--- config.mk ---
export PLATFORM = sky130hd
export DESIGN_NAME = grcs_sequencer
export DESIGN_NICKNAME = d
export VERILOG_FILES = /design/src/pkg/grcs_pkg.sv /design/src/pkg/grcs_rng_if.sv /design/src/logic/grcs_range_ctrl.sv /design/src/logic/grcs_sequencer.sv
export VERILOG_INCLUDE_DIRS = /design/src /design/src/pkg
export SDC_FILE = /design/constraint.sdc
export NUM_CORES = 1
export LEC_CHECK = 0
export BUFFER_PORTS_ARGS = -buffer_cell sky130_fd_sc_hd__buf_2
export CAP_MARGIN = 20
export CORE_ASPECT_RATIO = 1.4
export CORE_MARGIN = 2
export CORE_UTILIZATION = 50
export CTS_CLUSTER_SIZE = 24
export DETAILED_ROUTE_END_ITERATION = 10
export PLACE_DENSITY = 0.76
export SLEW_MARGIN = 20
export SYNTH_ARGS = -nofsm -noshare
export SYNTH_HDL_FRONTEND = slang
export SYNTH_SLANG_ARGS = --single-unit
--- constraint.sdc ---
create_clock -name core_clk -period 4.32 [get_ports core_clk]
set_input_delay 0.864 -clock core_clk [delete_from_list [all_inputs] [get_ports core_clk]]
set_output_delay 0.864 -clock core_clk [all_outputs]
set_load 0.005 [all_outputs]
--- src/pkg/grcs_defs.svh ---
// Purpose: Constants of the gain ranging channel sequencer
// Assumes: core_clk at 125 MHz
// Notes: Times in ns, cycle counts derived from them
`ifndef GRCS_DEFS_SVH
`define GRCS_DEFS_SVH

// Clock and encode timing
`define GRCS_CLK_MHZ 125
`define GRCS_ENC_PERIOD_NS 50
// Quarter encode period, rounded down, never below one cycle
`define GRCS_QTR_RAW ((`GRCS_ENC_PERIOD_NS * `GRCS_CLK_MHZ) / 4000)
`define GRCS_QTR_CYC ((`GRCS_QTR_RAW < 1) ? 1 : `GRCS_QTR_RAW)

// Range codes and field positions
`define GRCS_RANGE_W 3
`define GRCS_RANGE_MAX 3'h5
`define GRCS_RANGE_RST 3'h0
`define GRCS_ATT_MSB 2
`define GRCS_ATT_LSB 1
`define GRCS_GAIN_BIT 0

// Attenuator settings: 0 dB, -12 dB, -24 dB
`define GRCS_ATT_0DB 2'h0
`define GRCS_ATT_12DB 2'h1
`define GRCS_ATT_24DB 2'h2

// Lowest rising threshold; each higher one is 6 dB above
`define GRCS_THR_BASE 12'h040

`endif

--- src/pkg/grcs_pkg.sv ---
// Purpose: Types of the gain ranging channel sequencer
// Assumes: Nothing
// Notes: One-hot codes written out
package grcs_pkg;

  // Operating mode from the straps
  typedef enum logic [3:0] {
    GRCS_MODE_NONE = 4'h1,
    GRCS_MODE_A = 4'h2,
    GRCS_MODE_B = 4'h4,
    GRCS_MODE_DUAL = 4'h8
  } grcs_mode_t;

  // Phase within one encode period
  typedef enum logic [3:0] {
    GRCS_PH_IDLE = 4'h1,
    GRCS_PH_CAL = 4'h2,
    GRCS_PH_HOLDOFF = 4'h4,
    GRCS_PH_SETTLE = 4'h8
  } grcs_phase_t;

endpackage

--- src/pkg/grcs_rng_if.sv ---
// Purpose: Link between sequencer and one channel range decision
// Assumes: Same clock on both sides
// Notes: update is a one-cycle strobe
`timescale 1ns/1ps
interface grcs_rng_if #(parameter int ENV_W = 12);
  logic [ENV_W-1:0] peak;
  logic update;
  logic [2:0] code;

  modport ctl (input peak, input update, output code);
  modport seq (output peak, output update, input code);
endinterface

--- src/logic/grcs_range_ctrl.sv ---
// Purpose: Range decision with 6 dB hysteresis for one channel
// Assumes: peak is the envelope maximum of the last calibration
// Notes: Code grows with signal; 0 is most gain, 5 least
`timescale 1ns/1ps
`include "grcs_defs.svh"
module grcs_range_ctrl
  import grcs_pkg::*;
#(
  parameter int ENV_W = 12
)
(
  input wire logic core_clk,
  input wire logic rstn,
  grcs_rng_if.ctl rng
);

  logic [4:0] up_hit;
  logic [4:0] dn_hit;
  logic [2:0] up_tgt;
  logic [2:0] dn_tgt;
  logic [2:0] code_reg;
  logic [2:0] code_next;

  ////////////////////////////////////////////////////////////////////////
  // Threshold ladder, one rung per 6 dB step
  genvar k;
  generate
    for (k = 0; k < 5; k++)
    begin : g_rung
      localparam logic [ENV_W-1:0] THR_UP = ENV_W'(`GRCS_THR_BASE) << k;
      assign up_hit[k] = rng.peak >= THR_UP;
      assign dn_hit[k] = rng.peak >= (THR_UP >> 1);
    end
  endgenerate

  // Count rungs passed in each direction
  always_comb
  begin
    up_tgt = 3'h0;
    dn_tgt = 3'h0;
    for (int i = 0; i < 5; i++)
    begin
      up_tgt = up_tgt + {2'h0, up_hit[i]};
      dn_tgt = dn_tgt + {2'h0, dn_hit[i]};
    end
  end

  // Rise on upper threshold, fall only below lower one
  always_comb
  begin
    code_next = code_reg;
    if (up_tgt > code_reg)
      code_next = up_tgt;
    else if (dn_tgt < code_reg)
      code_next = dn_tgt;
  end

  // Range held until the next calibration end
  always_ff @(posedge core_clk or negedge rstn)
  begin
    if (!rstn)
      code_reg <= `GRCS_RANGE_RST;
    else if (rng.update)
      code_reg <= code_next;
  end

  assign rng.code = code_reg;

endmodule

--- src/logic/grcs_sequencer.sv ---
// Contract
// - Three attenuator steps: 0, -12, -24 dB.
// - Gain stage after mux: 12 or 18 dB.
// - Six ranges, -12 to +18 dB, 6 dB apart.
// - Range codes 000 to 101 as tabled.
// - Mux routes channel A or B by mode.
// - Range measured one sample ahead of conversion.
// - Hysteresis thresholds exactly 6 dB apart.
// - Settings applied after calibration, before hold.
// - Dual mode measures one channel, converts other.
// - Encode edge holds sample, resets peak detector.
// - Quarter-period calibration, filter discharged, amp off.
// - Amp re-enabled a quarter period after calibration.
// - Dual alternates channels; single repeats one.
// - Indicator 1 for A, 0 for B, per word.
// - Range updated every encode cycle.
// - Output 11-bit mantissa with 3-bit offset-binary exponent.
// Purpose: Encode-cycle control of a dual-input gain-ranging front end
// Assumes: Encode and straps arrive as pins; envelopes and mantissa on core_clk
// Notes: One range decision module per channel
`timescale 1ns/1ps
`include "grcs_defs.svh"
module grcs_sequencer
  import grcs_pkg::*;
#(
  parameter int ENV_W = 12,
  parameter int QTR_CYC = `GRCS_QTR_CYC
)
(
  input wire logic core_clk,
  input wire logic rstn,
  input wire logic enc_pin,
  input wire logic sel_a_pin,
  input wire logic sel_b_pin,
  input wire logic [ENV_W-1:0] env_a,
  input wire logic [ENV_W-1:0] env_b,
  input wire logic [10:0] adc_mantissa,
  output logic [1:0] att_a_sel,
  output logic [1:0] att_b_sel,
  output logic gain_high,
  output logic mux_sel_b,
  output logic th_hold,
  output logic peak_init,
  output logic filter_discharge,
  output logic filter_amp_en,
  output logic [10:0] data_out,
  output logic [2:0] range_out,
  output logic output_channel_indicator,
  output logic data_valid,
  output logic dual_mode,
  output logic config_error
);

  logic [2:0] enc_sync_reg;
  logic [2:0] sela_sync_reg;
  logic [2:0] selb_sync_reg;
  logic enc_lvl_reg;
  logic sela_lvl_reg;
  logic selb_lvl_reg;
  logic enc_rise;
  grcs_mode_t mode;
  grcs_phase_t phase_reg;
  logic [7:0] cnt_reg;
  logic meas_b_reg;
  logic [ENV_W-1:0] peak_reg;
  logic [ENV_W-1:0] env_meas;
  logic [1:0] upd_reg;
  logic [2:0] meas_code;
  logic conv_b_reg;
  logic [2:0] conv_code_reg;
  logic primed_reg;
  logic th_hold_reg;
  logic [10:0] data_reg;
  logic [2:0] range_reg;
  logic ind_reg;
  logic valid_reg;
  logic [1:0] att_a_reg;
  logic [1:0] att_b_reg;
  logic gain_high_reg;

  grcs_rng_if #(.ENV_W(ENV_W)) rng_bus[2] ();

  ////////////////////////////////////////////////////////////////////////
  // Pin synchronisers; level moves once stages two and three agree
  always_ff @(posedge core_clk or negedge rstn)
  begin
    if (!rstn)
    begin
      enc_sync_reg <= 3'h0;
      sela_sync_reg <= 3'h0;
      selb_sync_reg <= 3'h0;
    end
    else
    begin
      enc_sync_reg <= {enc_sync_reg[1:0], enc_pin};
      sela_sync_reg <= {sela_sync_reg[1:0], sel_a_pin};
      selb_sync_reg <= {selb_sync_reg[1:0], sel_b_pin};
    end
  end

  // Filtered levels
  always_ff @(posedge core_clk or negedge rstn)
  begin
    if (!rstn)
    begin
      enc_lvl_reg <= 1'b0;
      sela_lvl_reg <= 1'b0;
      selb_lvl_reg <= 1'b0;
    end
    else
    begin
      if (enc_sync_reg[1] == enc_sync_reg[2])
        enc_lvl_reg <= enc_sync_reg[2];
      if (sela_sync_reg[1] == sela_sync_reg[2])
        sela_lvl_reg <= sela_sync_reg[2];
      if (selb_sync_reg[1] == selb_sync_reg[2])
        selb_lvl_reg <= selb_sync_reg[2];
    end
  end

  assign enc_rise = enc_sync_reg[1] & enc_sync_reg[2] & ~enc_lvl_reg;

  // Mode decode from the straps
  always_comb
  begin
    case ({sela_lvl_reg, selb_lvl_reg})
      2'b11: mode = GRCS_MODE_DUAL;
      2'b10: mode = GRCS_MODE_A;
      2'b01: mode = GRCS_MODE_B;
      default: mode = GRCS_MODE_NONE;
    endcase
  end

  ////////////////////////////////////////////////////////////////////////
  // Phase within the encode period, restarted by every encode edge
  always_ff @(posedge core_clk or negedge rstn)
  begin
    if (!rstn)
    begin
      phase_reg <= GRCS_PH_IDLE;
      cnt_reg <= 8'h0;
    end
    else if (enc_rise)
    begin
      phase_reg <= GRCS_PH_CAL;
      cnt_reg <= 8'h0;
    end
    else
    begin
      cnt_reg <= cnt_reg + 8'h1;
      case (phase_reg)
        GRCS_PH_CAL:
          if (cnt_reg == 8'(QTR_CYC - 1))
          begin
            phase_reg <= GRCS_PH_HOLDOFF;
            cnt_reg <= 8'h0;
          end
        GRCS_PH_HOLDOFF:
          if (cnt_reg == 8'(QTR_CYC - 1))
          begin
            phase_reg <= GRCS_PH_SETTLE;
            cnt_reg <= 8'h0;
          end
        GRCS_PH_SETTLE, GRCS_PH_IDLE: cnt_reg <= 8'h0;
        default: phase_reg <= GRCS_PH_IDLE;
      endcase
    end
  end

  // Filter node and its driver follow the phase
  assign filter_discharge = (phase_reg == GRCS_PH_CAL);
  assign filter_amp_en = (phase_reg == GRCS_PH_SETTLE);

  ////////////////////////////////////////////////////////////////////////
  // Channel under measurement toggles each encode edge in dual mode, fixed by the strap in single mode
  always_ff @(posedge core_clk or negedge rstn)
  begin
    if (!rstn)
      meas_b_reg <= 1'b0;
    else if (enc_rise)
    begin
      case (mode)
        GRCS_MODE_DUAL: meas_b_reg <= ~meas_b_reg;
        GRCS_MODE_A: meas_b_reg <= 1'b0;
        GRCS_MODE_B: meas_b_reg <= 1'b1;
        default: meas_b_reg <= 1'b0;
      endcase
    end
  end

  assign mux_sel_b = meas_b_reg;
  assign env_meas = meas_b_reg ? env_b : env_a;

  // Peak detector, cleared by the encode edge, tracks during calibration
  always_ff @(posedge core_clk or negedge rstn)
  begin
    if (!rstn)
      peak_reg <= '0;
    else if (enc_rise)
      peak_reg <= '0;
    else if (phase_reg == GRCS_PH_CAL && env_meas > peak_reg)
      peak_reg <= env_meas;
  end

  // Range update strobe at calibration end, per measured channel
  always_ff @(posedge core_clk or negedge rstn)
  begin
    if (!rstn)
      upd_reg <= 2'h0;
    else if (phase_reg == GRCS_PH_CAL && cnt_reg == 8'(QTR_CYC - 1) && !enc_rise)
      upd_reg <= meas_b_reg ? 2'b10 : 2'b01;
    else
      upd_reg <= 2'h0;
  end

  // One range decision per channel
  genvar c;
  generate
    for (c = 0; c < 2; c++)
    begin : g_chan
      assign rng_bus[c].peak = peak_reg;
      assign rng_bus[c].update = upd_reg[c];
      grcs_range_ctrl #(.ENV_W(ENV_W)) u_range (
        .core_clk(core_clk),
        .rstn(rstn),
        .rng(rng_bus[c])
      );
    end
  endgenerate

  assign meas_code = meas_b_reg ? rng_bus[1].code : rng_bus[0].code;

  // Attenuators per channel, shared gain from the routed channel
  always_ff @(posedge core_clk or negedge rstn)
  begin
    if (!rstn)
    begin
      att_a_reg <= `GRCS_ATT_0DB;
      att_b_reg <= `GRCS_ATT_0DB;
      gain_high_reg <= 1'b1;
    end
    else
    begin
      att_a_reg <= rng_bus[0].code[`GRCS_ATT_MSB:`GRCS_ATT_LSB];
      att_b_reg <= rng_bus[1].code[`GRCS_ATT_MSB:`GRCS_ATT_LSB];
      gain_high_reg <= ~meas_code[`GRCS_GAIN_BIT];
    end
  end

  assign att_a_sel = att_a_reg;
  assign att_b_sel = att_b_reg;
  assign gain_high = gain_high_reg;

  ////////////////////////////////////////////////////////////////////////
  // Encode edge: hold pulse, peak reset, output word of prior sample
  always_ff @(posedge core_clk or negedge rstn)
  begin
    if (!rstn)
    begin
      th_hold_reg <= 1'b0;
      conv_b_reg <= 1'b0;
      conv_code_reg <= `GRCS_RANGE_RST;
      primed_reg <= 1'b0;
      data_reg <= 11'h0;
      range_reg <= `GRCS_RANGE_RST;
      ind_reg <= 1'b0;
      valid_reg <= 1'b0;
    end
    else
    begin
      th_hold_reg <= enc_rise;
      valid_reg <= 1'b0;
      if (enc_rise)
      begin
        data_reg <= adc_mantissa;
        range_reg <= conv_code_reg;
        ind_reg <= ~conv_b_reg;
        valid_reg <= primed_reg && (mode != GRCS_MODE_NONE);
        conv_b_reg <= meas_b_reg;
        conv_code_reg <= meas_code;
        primed_reg <= (phase_reg == GRCS_PH_SETTLE);
      end
    end
  end

  assign th_hold = th_hold_reg;
  assign peak_init = th_hold_reg;
  assign data_out = data_reg;
  assign range_out = range_reg;
  assign output_channel_indicator = ind_reg;
  assign data_valid = valid_reg;
  assign dual_mode = (mode == GRCS_MODE_DUAL);
  assign config_error = (mode == GRCS_MODE_NONE);

endmodule

==> out/metrics.cfg, run 1 <==
[placement]
finalWeightedCongestion = 0.790
io_buffer_count = 67
place.detailed.hpwl_mm = 5.39
place.detailed.instances = 512

[clock_tree]
clock_tree.root_cell = sky130_fd_sc_hd__clkbuf_8
tritoncts = done
cts_max_path_buffers = 2
clkTransAtPathRegs_ns = 0.08
numClockSinks = 72
cts.htree.levels = 3
hold_buffers = 0
clkLatencyLatePin_ns = 0.35
cts_made_buffers = 9

[grt]
grt_antenna_before_repair = 0
globalRoute.totalOverflow = 0
groute.usage.overall_pct = 18.8
maximum_number_of_pins_on_one_net_before_global_route_repair = 56
number_of_global_route_vias_before_repair = 2801
grt_first_pass_wirelength_mm = 12.3

[drt]
residual_drc_count = 0
drt_first_iter_violations = 186
via_count = 2820
vias_per_cell = 5.32
drt_pre_antenna_iters = 4
finalWirelength_mm = 7.41
route.antenna.remaining_nets = 0
detail_route.wl_per_cell_um = 14.0

[floorplan]
start_util_pct = 51.5
die_width_um = 77.4
boundaryPins = 68
fp-row-count = 37
die-area_sq_um = 8250
die_height_um = 107
floorplan.core_area_sq_um = 7310

[worst_setup_path]
critical_path_required_ns = 4.56
worst-endpoint-arrival_ns = 4.39
crit_top_cell = sky130_fd_sc_hd__ha_1
cp_max_fo = 4
worstSetupEndpointType = flop
path_cells = inv_1 > nand4_1 > or3_4 > ha_1 > fa_1 > ha_1 > fa_2 > ha_1 > nor2b_1 > o21ai_0 > a32oi_2 > mux2_2 > mux2_2
cp-start-kind = flop
slowest_delay_ns = 0.56
critPathSlowestCell = sky130_fd_sc_hd__fa_1
worstSetupPathType = flop to flop

[timing]
finalClockSkew_ns = 0.00859
max_freq_mhz = 241
timing.final.max_slew_violations = 0
setup_repair_after_global_routing_missed_its_margin = false
timing.hold.ws_ns = 0.356
worst-slew-pin-transition_ns = 0.685
max-slew-margin-rel_pct = 54.3
min_period_ns = 4.16
hold_viol = 0
totalNegativeSetupSlack_ns = 0
final_clock_period_utilization_by_the_worst_path_pct = 96.2
setup_viol = 0

[synthesis]
yosysTopAreaCell = sky130_fd_sc_hd__dfrtp_1
postSynthAreaPerCell_sq_um = 10.5
synth_top_cell_area_share_pct = 46.5
async_flop_share_pct = 100
syn-cell-area_sq_um = 3770
postSynthRegisterBits = 72
ys_dominant_reg_cell = sky130_fd_sc_hd__dfrtp_1
synth_edf_count = 0
fraction_of_the_yosys_area_taken_by_sequential_cells_pct = 47.9
synth.distinct_cells = 42
synth.net_count = 430
ys.warnings.count = 0
syn-instance-count = 357
ys_top_cells_by_area = sky130_fd_sc_hd__dfrtp_1 (47%), sky130_fd_sc_hd__ha_1 (9.6%), sky130_fd_sc_hd__nand2_1 (6.4%)

[pwr]
p_leak_uw = 0.00221
post-layout-total-power_uw = 3260
total_net_switching_power_uw = 1310
ir_drop_mv = 0.474
clock_power_share_pct = 14.6
p_comb_share_pct = 58.3
power_density_nw_per_um2 = 739
sequential_power_share_pct = 27.1
switching_share_pct = 40.3
p_int_uw = 1950

[finish]
area_growth_pct = 17.4
num-fill-cells = 637
antennaDiodeCount = 0
postLayoutCoreUtil_pct = 60.4
num-nets-final = 501
largest_register_ff_count = 12
post_layout_nonfiller_instances = 530
final_layout_size_suffix_gt1_share_pct = 30.5

[run]
cap_viol_max_count = 0

[min_path]
hold_crit_path_type = flop to flop

[outcome]
status = completed

==> cell families (layout without fill, tap and decap cells) <==
logic type / count (synthesis) / in the layout / synth area share [%]
adders and majority gates: 35 / 35 / 12.3
DFF: 72 / 72 / 47.9
and+or+nand+nor: 126 / 126 / 15.3
xor gates and xnor gates: 9 / 9 / 2.09
buffers and inverters: 47 / 123 / 5.25
muxes: 28 / 28 / 7.97
AOI/OAI and AO/OA: 40 / 40 / 9.20
==> stage by stage <==
stage                     setup WS [ns]  instance area [sq um]
after floorplan                   0.228                   3770
after detailed placement         0.0490                   4190
after CTS                        0.0253                   4370
after global routing            0.00261                   4420
after global placement            0.195                   4190
final                             0.165                   4420
==> power groups by stage <==
stage,Combinational [uW],Sequential [uW],Clock [uW]
final,1900,885,476
after global routing,2110,899,523
after CTS,1650,884,492
after detailed placement,1630,897,0
after global placement,1560,893,0
after floorplan,1240,874,0
==> per-layer routing <==
| layer | wire (um) | part of all wire (%) | GRT usage, % | vias to the layer above |
|---|---|---|---|---|
| met3 | 270 | 3.6 | 4.88 | 11 |
| met5 | 0 | 0 | 0 | - |
| li1 | - | - | - | 1357 |
| met2 | 3860 | 52 | 31.4 | 53 |
| met1 | 3190 | 43 | 23.3 | 1399 |
| met4 | 92 | 1.2 | 7.40 | 0 |
==> layout make-up <==
class                      instances  area [sq um]  share of cell area [%]
sequential                        72          1800                    40.8
multi-input combinational        238          1800                    40.7
timing repair buffer              75           395                    8.94
clock buffer                       9           124                    2.80
tap                               97           121                    2.75
inverter                          32           120                    2.72
clock inverter                     7          55.1                    1.25
==> synth_stat cells, types with 3 or more instances <==
cell,instances
sky130_fd_sc_hd__dfrtp_1,70
sky130_fd_sc_hd__nand2_1,64
sky130_fd_sc_hd__inv_1,31
sky130_fd_sc_hd__ha_1,29
sky130_fd_sc_hd__mux2_2,16
sky130_fd_sc_hd__nor2_1,15
sky130_fd_sc_hd__nor3_1,13
sky130_fd_sc_hd__mux2i_1,12
sky130_fd_sc_hd__a221oi_2,11
sky130_fd_sc_hd__o21ai_0,10
sky130_fd_sc_hd__nand3_1,8
sky130_fd_sc_hd__clkbuf_1,7
sky130_fd_sc_hd__a21oi_1,6
sky130_fd_sc_hd__nand2b_1,6
sky130_fd_sc_hd__xor2_1,6
sky130_fd_sc_hd__buf_2,5
sky130_fd_sc_hd__and3_1,4
sky130_fd_sc_hd__fa_1,4
sky130_fd_sc_hd__nand4_1,3
sky130_fd_sc_hd__nor2b_1,3
sky130_fd_sc_hd__o21ai_1,3
sky130_fd_sc_hd__xnor2_1,3
==> path summary, 6_finish.rpt <==
| kind | start | endpoint | slack, ns | cells after the start |
|---|---|---|---|---|
| hold / removal | sela_sync_reg[0] | sela_sync_reg[1] | 0.36 | 0 |
| min in group asynchronous | rstn | data_out[7] | 0.44 | 1 |
| hold reg to reg | sela_sync_reg[0] | sela_sync_reg[1] | 0.36 | 0 |
| setup / recovery | peak_reg[8] | g_chan[0].u_range.rng.code[0] | 0.16 | 13 |
| setup reg to reg | peak_reg[8] | g_chan[0].u_range.rng.code[0] | 0.16 | 13 |
| max in group asynchronous | rstn | data_out[10] | 2.86 | 2 |
==> critical path: cells and delay by family, from the launching register on <==
kind | cells | cell delay (ns)
AOI/OAI and AO/OA | 2 | 0.42
muxes | 2 | 0.63
and+or+nand+nor | 3 | 0.64
buffers and inverters | 1 | 0.11
DFF | 1 | 0.39
adders and majority gates | 5 | 1.86
==> timing repair <==
action / in CTS / in global routing
setup endpoints to repair: 0 / 4
buffers inserted: 0 / 2
resized for setup: 0 / 10
==> layout by cell type, fill, tap and decap left out, types with 3 or more instances in the layout <==
cell and count:
sky130_fd_sc_hd__a221oi_2 11, sky130_fd_sc_hd__nand2b_1 6, sky130_fd_sc_hd__clkbuf_8 9, sky130_fd_sc_hd__o21ai_0 10, sky130_fd_sc_hd__buf_4 8, sky130_fd_sc_hd__mux2i_1 12
sky130_fd_sc_hd__and3_1 4, sky130_fd_sc_hd__xnor2_1 3, sky130_fd_sc_hd__inv_2 3, sky130_fd_sc_hd__nor2_1 15, sky130_fd_sc_hd__fa_1 3, sky130_fd_sc_hd__nand3_1 7
sky130_fd_sc_hd__mux2_2 16, sky130_fd_sc_hd__dfrtp_1 70, sky130_fd_sc_hd__ha_1 29, sky130_fd_sc_hd__nor2b_1 3, sky130_fd_sc_hd__a21oi_1 6, sky130_fd_sc_hd__nand4_1 3
sky130_fd_sc_hd__buf_2 67, sky130_fd_sc_hd__inv_1 28, sky130_fd_sc_hd__nand2_1 64, sky130_fd_sc_hd__xor2_1 6, sky130_fd_sc_hd__nor3_1 13
No activity file was read; power rests on OpenSTA's default activity.
==> run 2, diff against run 1 <==
--- a/config.mk
+++ b/config.mk
@@ -8,12 +8,13 @@
 export LEC_CHECK = 0
 export BUFFER_PORTS_ARGS = -buffer_cell sky130_fd_sc_hd__buf_2
 export CAP_MARGIN = 20
-export CORE_ASPECT_RATIO = 1.4
+export CELL_PAD_IN_SITES_DETAIL_PLACEMENT = 1
+export CELL_PAD_IN_SITES_GLOBAL_PLACEMENT = 2
 export CORE_MARGIN = 2
-export CORE_UTILIZATION = 50
+export CORE_UTILIZATION = 32
 export CTS_CLUSTER_SIZE = 24
 export DETAILED_ROUTE_END_ITERATION = 10
-export PLACE_DENSITY = 0.76
+export PLACE_DENSITY_LB_ADDON = 0.1
 export SLEW_MARGIN = 20
 export SYNTH_ARGS = -nofsm -noshare
 export SYNTH_HDL_FRONTEND = slang
==> run 2 against run 1 <==
Combinational power is 4% lower. Clock power up 61%. First-iteration DRC count shrank 58%. Setup slack improved by 0.017 ns. Critical endpoint unchanged. Count of clock-buffer cells in the layout increased by 1. Fmax rose by 0.42%. Flip-flop and latch count unchanged. Register-to-register slack gained 0.02 ns. Critical path depth unchanged. Via count is 0.60% lower.
==> out/metrics.cfg, run 2 (same netlist as run 1, synthesis figures left out) <==
[finish]
area_growth_pct = 21.8
postLayoutCoreUtil_pct = 40.0
design_area_sq_um = 4590
largest_register_ff_count = 12
layout_common_cells = sky130_fd_sc_hd__dfrtp_1 (70), sky130_fd_sc_hd__buf_2 (66), sky130_fd_sc_hd__nand2_1 (64), sky130_fd_sc_hd__inv_1 (29), sky130_fd_sc_hd__ha_1 (29)
antennaDiodeCount = 0
num-nets-final = 499
most_common_cell_after_layout_fill_and_taps_aside = sky130_fd_sc_hd__dfrtp_1
final_layout_size_suffix_gt1_share_pct = 29.7

[worst_setup_path]
worstSetupPathType = flop to flop
slowest_delay_ns = 0.55
cp_max_fo = 4
critPathSlowestCell = sky130_fd_sc_hd__fa_1
worst-path-buf-inv = 1
critical_path_required_ns = 4.54
crit_family = adder cells
cp-start-kind = flop
worstSetupEndpointType = flop
worst-endpoint-arrival_ns = 4.35
crit_top_cell = sky130_fd_sc_hd__ha_1
path_cells = inv_1 > nand4_1 > or3_1 > ha_1 > fa_1 > ha_1 > fa_2 > ha_1 > nor2b_1 > o21ai_0 > a32oi_2 > mux2_2 > mux2_2

[grt]
maximum_number_of_pins_on_one_net_before_global_route_repair = 73
grt_first_pass_wirelength_mm = 15.0
grt_antenna_before_repair = 0
groute.usage.overall_pct = 14.8
number_of_global_route_vias_before_repair = 2963
globalRoute.totalOverflow = 0

[timing]
max-slew-margin-rel_pct = 38.1
finalClockSkew_ns = 0.0128
totalNegativeSetupSlack_ns = 0
timing.hold.ws_ns = 0.351
setup_viol = 0
min_period_ns = 4.14
max_freq_mhz = 242
timing.final.max_slew_violations = 0
hold_viol = 0
worst-slew-pin-transition_ns = 0.929
setup_repair_after_global_routing_missed_its_margin = false
final_clock_period_utilization_by_the_worst_path_pct = 95.8

[placement]
io_buffer_count = 67
place.detailed.hpwl_mm = 6.05
finalWeightedCongestion = 0.792
area_post_placement_sq_um = 4240

[clock_tree]
numClockSinks = 72
clkTransAtPathRegs_ns = 0.07
cts_made_buffers = 9
clkLatencyLatePin_ns = 0.34
tritoncts = done
cts.htree.levels = 3
cts_max_path_buffers = 2
clock_tree.root_cell = sky130_fd_sc_hd__clkbuf_16

[run]
cap_viol_max_count = 0

[pwr]
power_density_nw_per_um2 = 760
p_leak_uw = 0.00225
ir_drop_mv = 0.649

[drt]
route.antenna.remaining_nets = 0
residual_drc_count = 0
via_count = 2803
drt_first_iter_violations = 79
vias_per_cell = 4.88
drt_pre_antenna_iters = 4
finalWirelength_mm = 8.69
detail_route.wl_per_cell_um = 15.1

[min_path]
hold_crit_path_type = flop to flop

[floorplan]
boundaryPins = 68
die-area_sq_um = 12700
die_height_um = 112
floorplan.core_area_sq_um = 11500
start_util_pct = 32.8
die_width_um = 112
fp-row-count = 39

[outcome]
status = completed

==> run 2: cell types whose count changed in the layout (fill, tap and decap cells not counted), sizes merged <==
cell    previous run  this run
clkinv             4         3
inv               33        32
buf               75        73
bufinv             0         1
clkbuf             9        10
==> run 2: power by group <==
part | total [uW] | switching (uW) | internal [uW]
registers | 885 | 83.4 | 802
clock network | 765 | 300 | 465
logic | 1830 | 950 | 885
total | 3480 | 1330 | 2150
==> run 2: worst reg2reg max path, stage by stage (launching register included) <==
cell and delay, ns:
sky130_fd_sc_hd__dfrtp_1 0.36, sky130_fd_sc_hd__inv_1 0.13, sky130_fd_sc_hd__nand4_1 0.12, sky130_fd_sc_hd__or3_1 0.37, sky130_fd_sc_hd__ha_1 0.34, sky130_fd_sc_hd__fa_1 0.55, sky130_fd_sc_hd__ha_1 0.16, sky130_fd_sc_hd__fa_2 0.48
sky130_fd_sc_hd__ha_1 0.34, sky130_fd_sc_hd__nor2b_1 0.13, sky130_fd_sc_hd__o21ai_0 0.11, sky130_fd_sc_hd__a32oi_2 0.31, sky130_fd_sc_hd__mux2_2 0.38, sky130_fd_sc_hd__mux2_2 0.25
==> run 2: cell type report <==
type                            count  area (sq um)
Fill cell                        1269          6880
Clock inverter                      6          67.6
Tap cell                          143           179
Clock buffer                       10           239
Sequential cell                    72          1800
Multi-Input combinational cell    238          1790
Timing Repair Buffer               73           383
Inverter                           32           120
==> run 2: worst paths after layout <==
check | from | to | slack, ns | cells past startpoint
hold / removal | sela_sync_reg[0] | sela_sync_reg[1] | 0.35 | 0
hold reg to reg | sela_sync_reg[0] | sela_sync_reg[1] | 0.35 | 0
min in group asynchronous | rstn | data_out[0] | 0.68 | 1
max in group asynchronous | rstn | peak_reg[8] | 3.05 | 1
setup reg to reg | peak_reg[9] | g_chan[0].u_range.rng.code[0] | 0.18 | 13
setup / recovery | peak_reg[9] | g_chan[0].u_range.rng.code[0] | 0.18 | 13
==> run 2: metrics by stage <==
stage / cells / worst slack (ns) / total power [uW]
finish: 574 / 0.182 / 3480
global route: 574 / 0.00497 / 3810
CTS: 573 / 0.00227 / 3420
detailed placement: 557 / 0.00632 / 2600
global placement: 557 / 0.151 / 2520
floorplan: 357 / 0.228 / 2110
==> run 2: routing by layer <==
layer	vias to the layer above	GRT usage, %	share of wire (%)
li1	1360	-	-
met4	0	5.37	1.5
met2	38	22.9	47
met5	-	0	0
met1	1396	20.9	49
met3	9	2.75	2.8
==> run 2: what timing repair did <==
action | 4_1_cts | 5_1_grt
gates cloned | 0 | 0
pin swaps | 0 | 2
resized for setup | 1 | 7
buffers inserted | 0 | 1
hold buffers | 0 | 0
endpoints found under the setup margin | 1 | 4
==> run 3, diff against run 2 <==
--- a/config.mk
+++ b/config.mk
@@ -11,7 +11,7 @@
 export CELL_PAD_IN_SITES_DETAIL_PLACEMENT = 1
 export CELL_PAD_IN_SITES_GLOBAL_PLACEMENT = 2
 export CORE_MARGIN = 2
-export CORE_UTILIZATION = 32
+export CORE_UTILIZATION = 35
 export CTS_CLUSTER_SIZE = 24
 export DETAILED_ROUTE_END_ITERATION = 10
 export PLACE_DENSITY_LB_ADDON = 0.1
==> constraint.sdc (replaced) <==
create_clock -name core_clk -period 4.1 [get_ports core_clk]
set_input_delay 0.82 -clock core_clk [delete_from_list [all_inputs] [get_ports core_clk]]
set_output_delay 0.82 -clock core_clk [all_outputs]
set_load 0.005 [all_outputs]
==> run 3 against run 2 <==
Global-route usage grew 1.2 points. Routed wire length down 0.62%. First-iteration DRC count shrank 30%. Sequential share of layout area is 0.27 points lower. Non-clock buffer count up 13. Utilization grew 4.5 points. Critical endpoint unchanged.
==> out/metrics.cfg, run 3 (same netlist as run 1, synthesis figures left out) <==
[outcome]
status = completed

[drt]
vias_per_cell = 4.88
detail_route.wl_per_cell_um = 14.9
residual_drc_count = 0
route.antenna.remaining_nets = 0
via_count = 2831
drt_pre_antenna_iters = 2
drt_first_iter_violations = 55
finalWirelength_mm = 8.64

[worst_setup_path]
critical_path_required_ns = 4.34
cp-start-kind = flop
worstSetupPathType = flop to flop
worstSetupEndpointType = flop
worst-endpoint-arrival_ns = 4.19
cp_max_fo = 4
r2r.worst_path.cells = 13

[timing]
final_clock_period_utilization_by_the_worst_path_pct = 96.4
min_period_ns = 3.95
max-slew-margin-rel_pct = 39.6
worst-slew-pin-transition_ns = 0.906
timing.final.max_slew_violations = 0
finalClockSkew_ns = 0.0118
setup_viol = 0
max_freq_mhz = 253
hold_viol = 0
setup_repair_after_global_routing_missed_its_margin = true
timing.hold.ws_ns = 0.344

[floorplan]
fp-row-count = 37
die-area_sq_um = 11600
start_util_pct = 36.3
floorplan.core_area_sq_um = 10400
die_height_um = 108
die_width_um = 108
boundaryPins = 68

[finish]
area_growth_pct = 22.6
most_common_cell_after_layout_fill_and_taps_aside = sky130_fd_sc_hd__dfrtp_1
antennaDiodeCount = 0
area.sequential_sq_um = 1800
final_layout_size_suffix_gt1_share_pct = 33.3
num-fill-cells = 1181
multi_input_gate_area_in_the_final_layout_sq_um = 1840
design_area_sq_um = 4620
num-nets-final = 512
largest_register_ff_count = 12
layout_common_cells = sky130_fd_sc_hd__dfrtp_1 (70), sky130_fd_sc_hd__buf_2 (66), sky130_fd_sc_hd__nand2_1 (64), sky130_fd_sc_hd__inv_1 (27), sky130_fd_sc_hd__ha_1 (25)

[min_path]
hold_crit_path_type = flop to flop
hold_path_depth = 0

[pwr]
p_leak_uw = 0.00228
power_density_nw_per_um2 = 841
ir_drop_mv = 0.655
post-layout-total-power_uw = 3880

[clock_tree]
clkLatencyLatePin_ns = 0.35
cts_max_path_buffers = 2
clkTransAtPathRegs_ns = 0.09
cts_made_buffers = 9
hold_buffers = 0
numClockSinks = 72
tritoncts = done
cts.htree.levels = 3
clock_tree.root_cell = sky130_fd_sc_hd__clkbuf_8

[grt]
number_of_global_route_vias_before_repair = 2903
maximum_number_of_pins_on_one_net_before_global_route_repair = 73
grt_antenna_before_repair = 0
groute.usage.overall_pct = 16.0
globalRoute.totalOverflow = 0
grt_first_pass_wirelength_mm = 14.4

[run]
cap_viol_max_count = 0

[placement]
io_buffer_count = 67
place.detailed.hpwl_mm = 6.08
area_post_placement_sq_um = 4270
finalWeightedCongestion = 0.843

-- run 3: cell types whose count changed in the layout (fill, tap and decap cells not counted), sizes merged --
cell / delta
buf: +13
clkbuf: -1
clkinv: -1
inv: +2
-- run 3: critical path, stage by stage, from the launching register on --
cell,delay (ns)
sky130_fd_sc_hd__dfrtp_1,0.38
sky130_fd_sc_hd__inv_2,0.07
sky130_fd_sc_hd__nand4_1,0.13
sky130_fd_sc_hd__or3_4,0.41
sky130_fd_sc_hd__ha_4,0.25
sky130_fd_sc_hd__fa_1,0.53
sky130_fd_sc_hd__ha_2,0.18
sky130_fd_sc_hd__fa_2,0.51
sky130_fd_sc_hd__ha_4,0.31
sky130_fd_sc_hd__nor2b_2,0.13
sky130_fd_sc_hd__o21ai_1,0.07
sky130_fd_sc_hd__a32oi_2,0.26
sky130_fd_sc_hd__mux2_4,0.33
sky130_fd_sc_hd__mux2_2,0.27
-- run 3: path summary, 6_finish.rpt --
kind                                   from                       endpoint  slack (ns)
max in group asynchronous              rstn  g_chan[1].u_range.rng.code[0]        2.92
max reg2reg                     peak_reg[9]  g_chan[0].u_range.rng.code[0]        0.15
min                        sela_sync_reg[0]               sela_sync_reg[1]        0.34
max                             peak_reg[9]  g_chan[0].u_range.rng.code[0]        0.15
min in group asynchronous              rstn                     cnt_reg[4]        0.60
min reg2reg                sela_sync_reg[0]               sela_sync_reg[1]        0.34
-- run 3: report_power, final --
group,total (uW),leakage [uW],internal (uW),switching [uW]
clock,588,0.0000966,286,301
sequential,934,0.000935,843,91.0
combinational,2360,0.00124,1260,1100
total,3880,0.00228,2390,1490
-- run 3: final cells by class --
type | instances | share of cell area, %
flip-flops and latches | 72 | 39.1
well taps | 136 | 3.68
repair buffers | 86 | 10.4
clock inverters | 7 | 1.65
multi-input cells | 238 | 39.9
clock buffers | 9 | 2.68
inverters | 32 | 2.60
-- run 3: timing repair --
action                                  4_1_cts  5_1_grt
setup buffers                                 2        7
pin swaps                                     2        7
endpoints found under the setup margin        2        6
gates cloned                                  0        0
resized for setup                             2       17
-- run 3: per-layer routing --
layer	vias up	GRT usage (%)	wire length, um
li1	1383	-	-
met1	1400	21.9	4130
met2	37	25.1	4150
met3	11	3.57	229
met4	0	5.13	130
met5	-	0	0
-- run 3: through the flow --
step / util [%] / setup WS (ns) / std cells / setup TNS, ns
2_1_floorplan: - / 0.00771 / 357 / 0
3_3_place_gp: 41.2 / 0.0884 / 555 / 0
3_5_place_dp: 41.2 / -0.0284 / 555 / -0.0421
4_1_cts: 43.3 / 0.0431 / 573 / 0
5_1_grt: 44.5 / -0.0427 / 580 / -0.109
6_report: 44.5 / 0.147 / 580 / 0
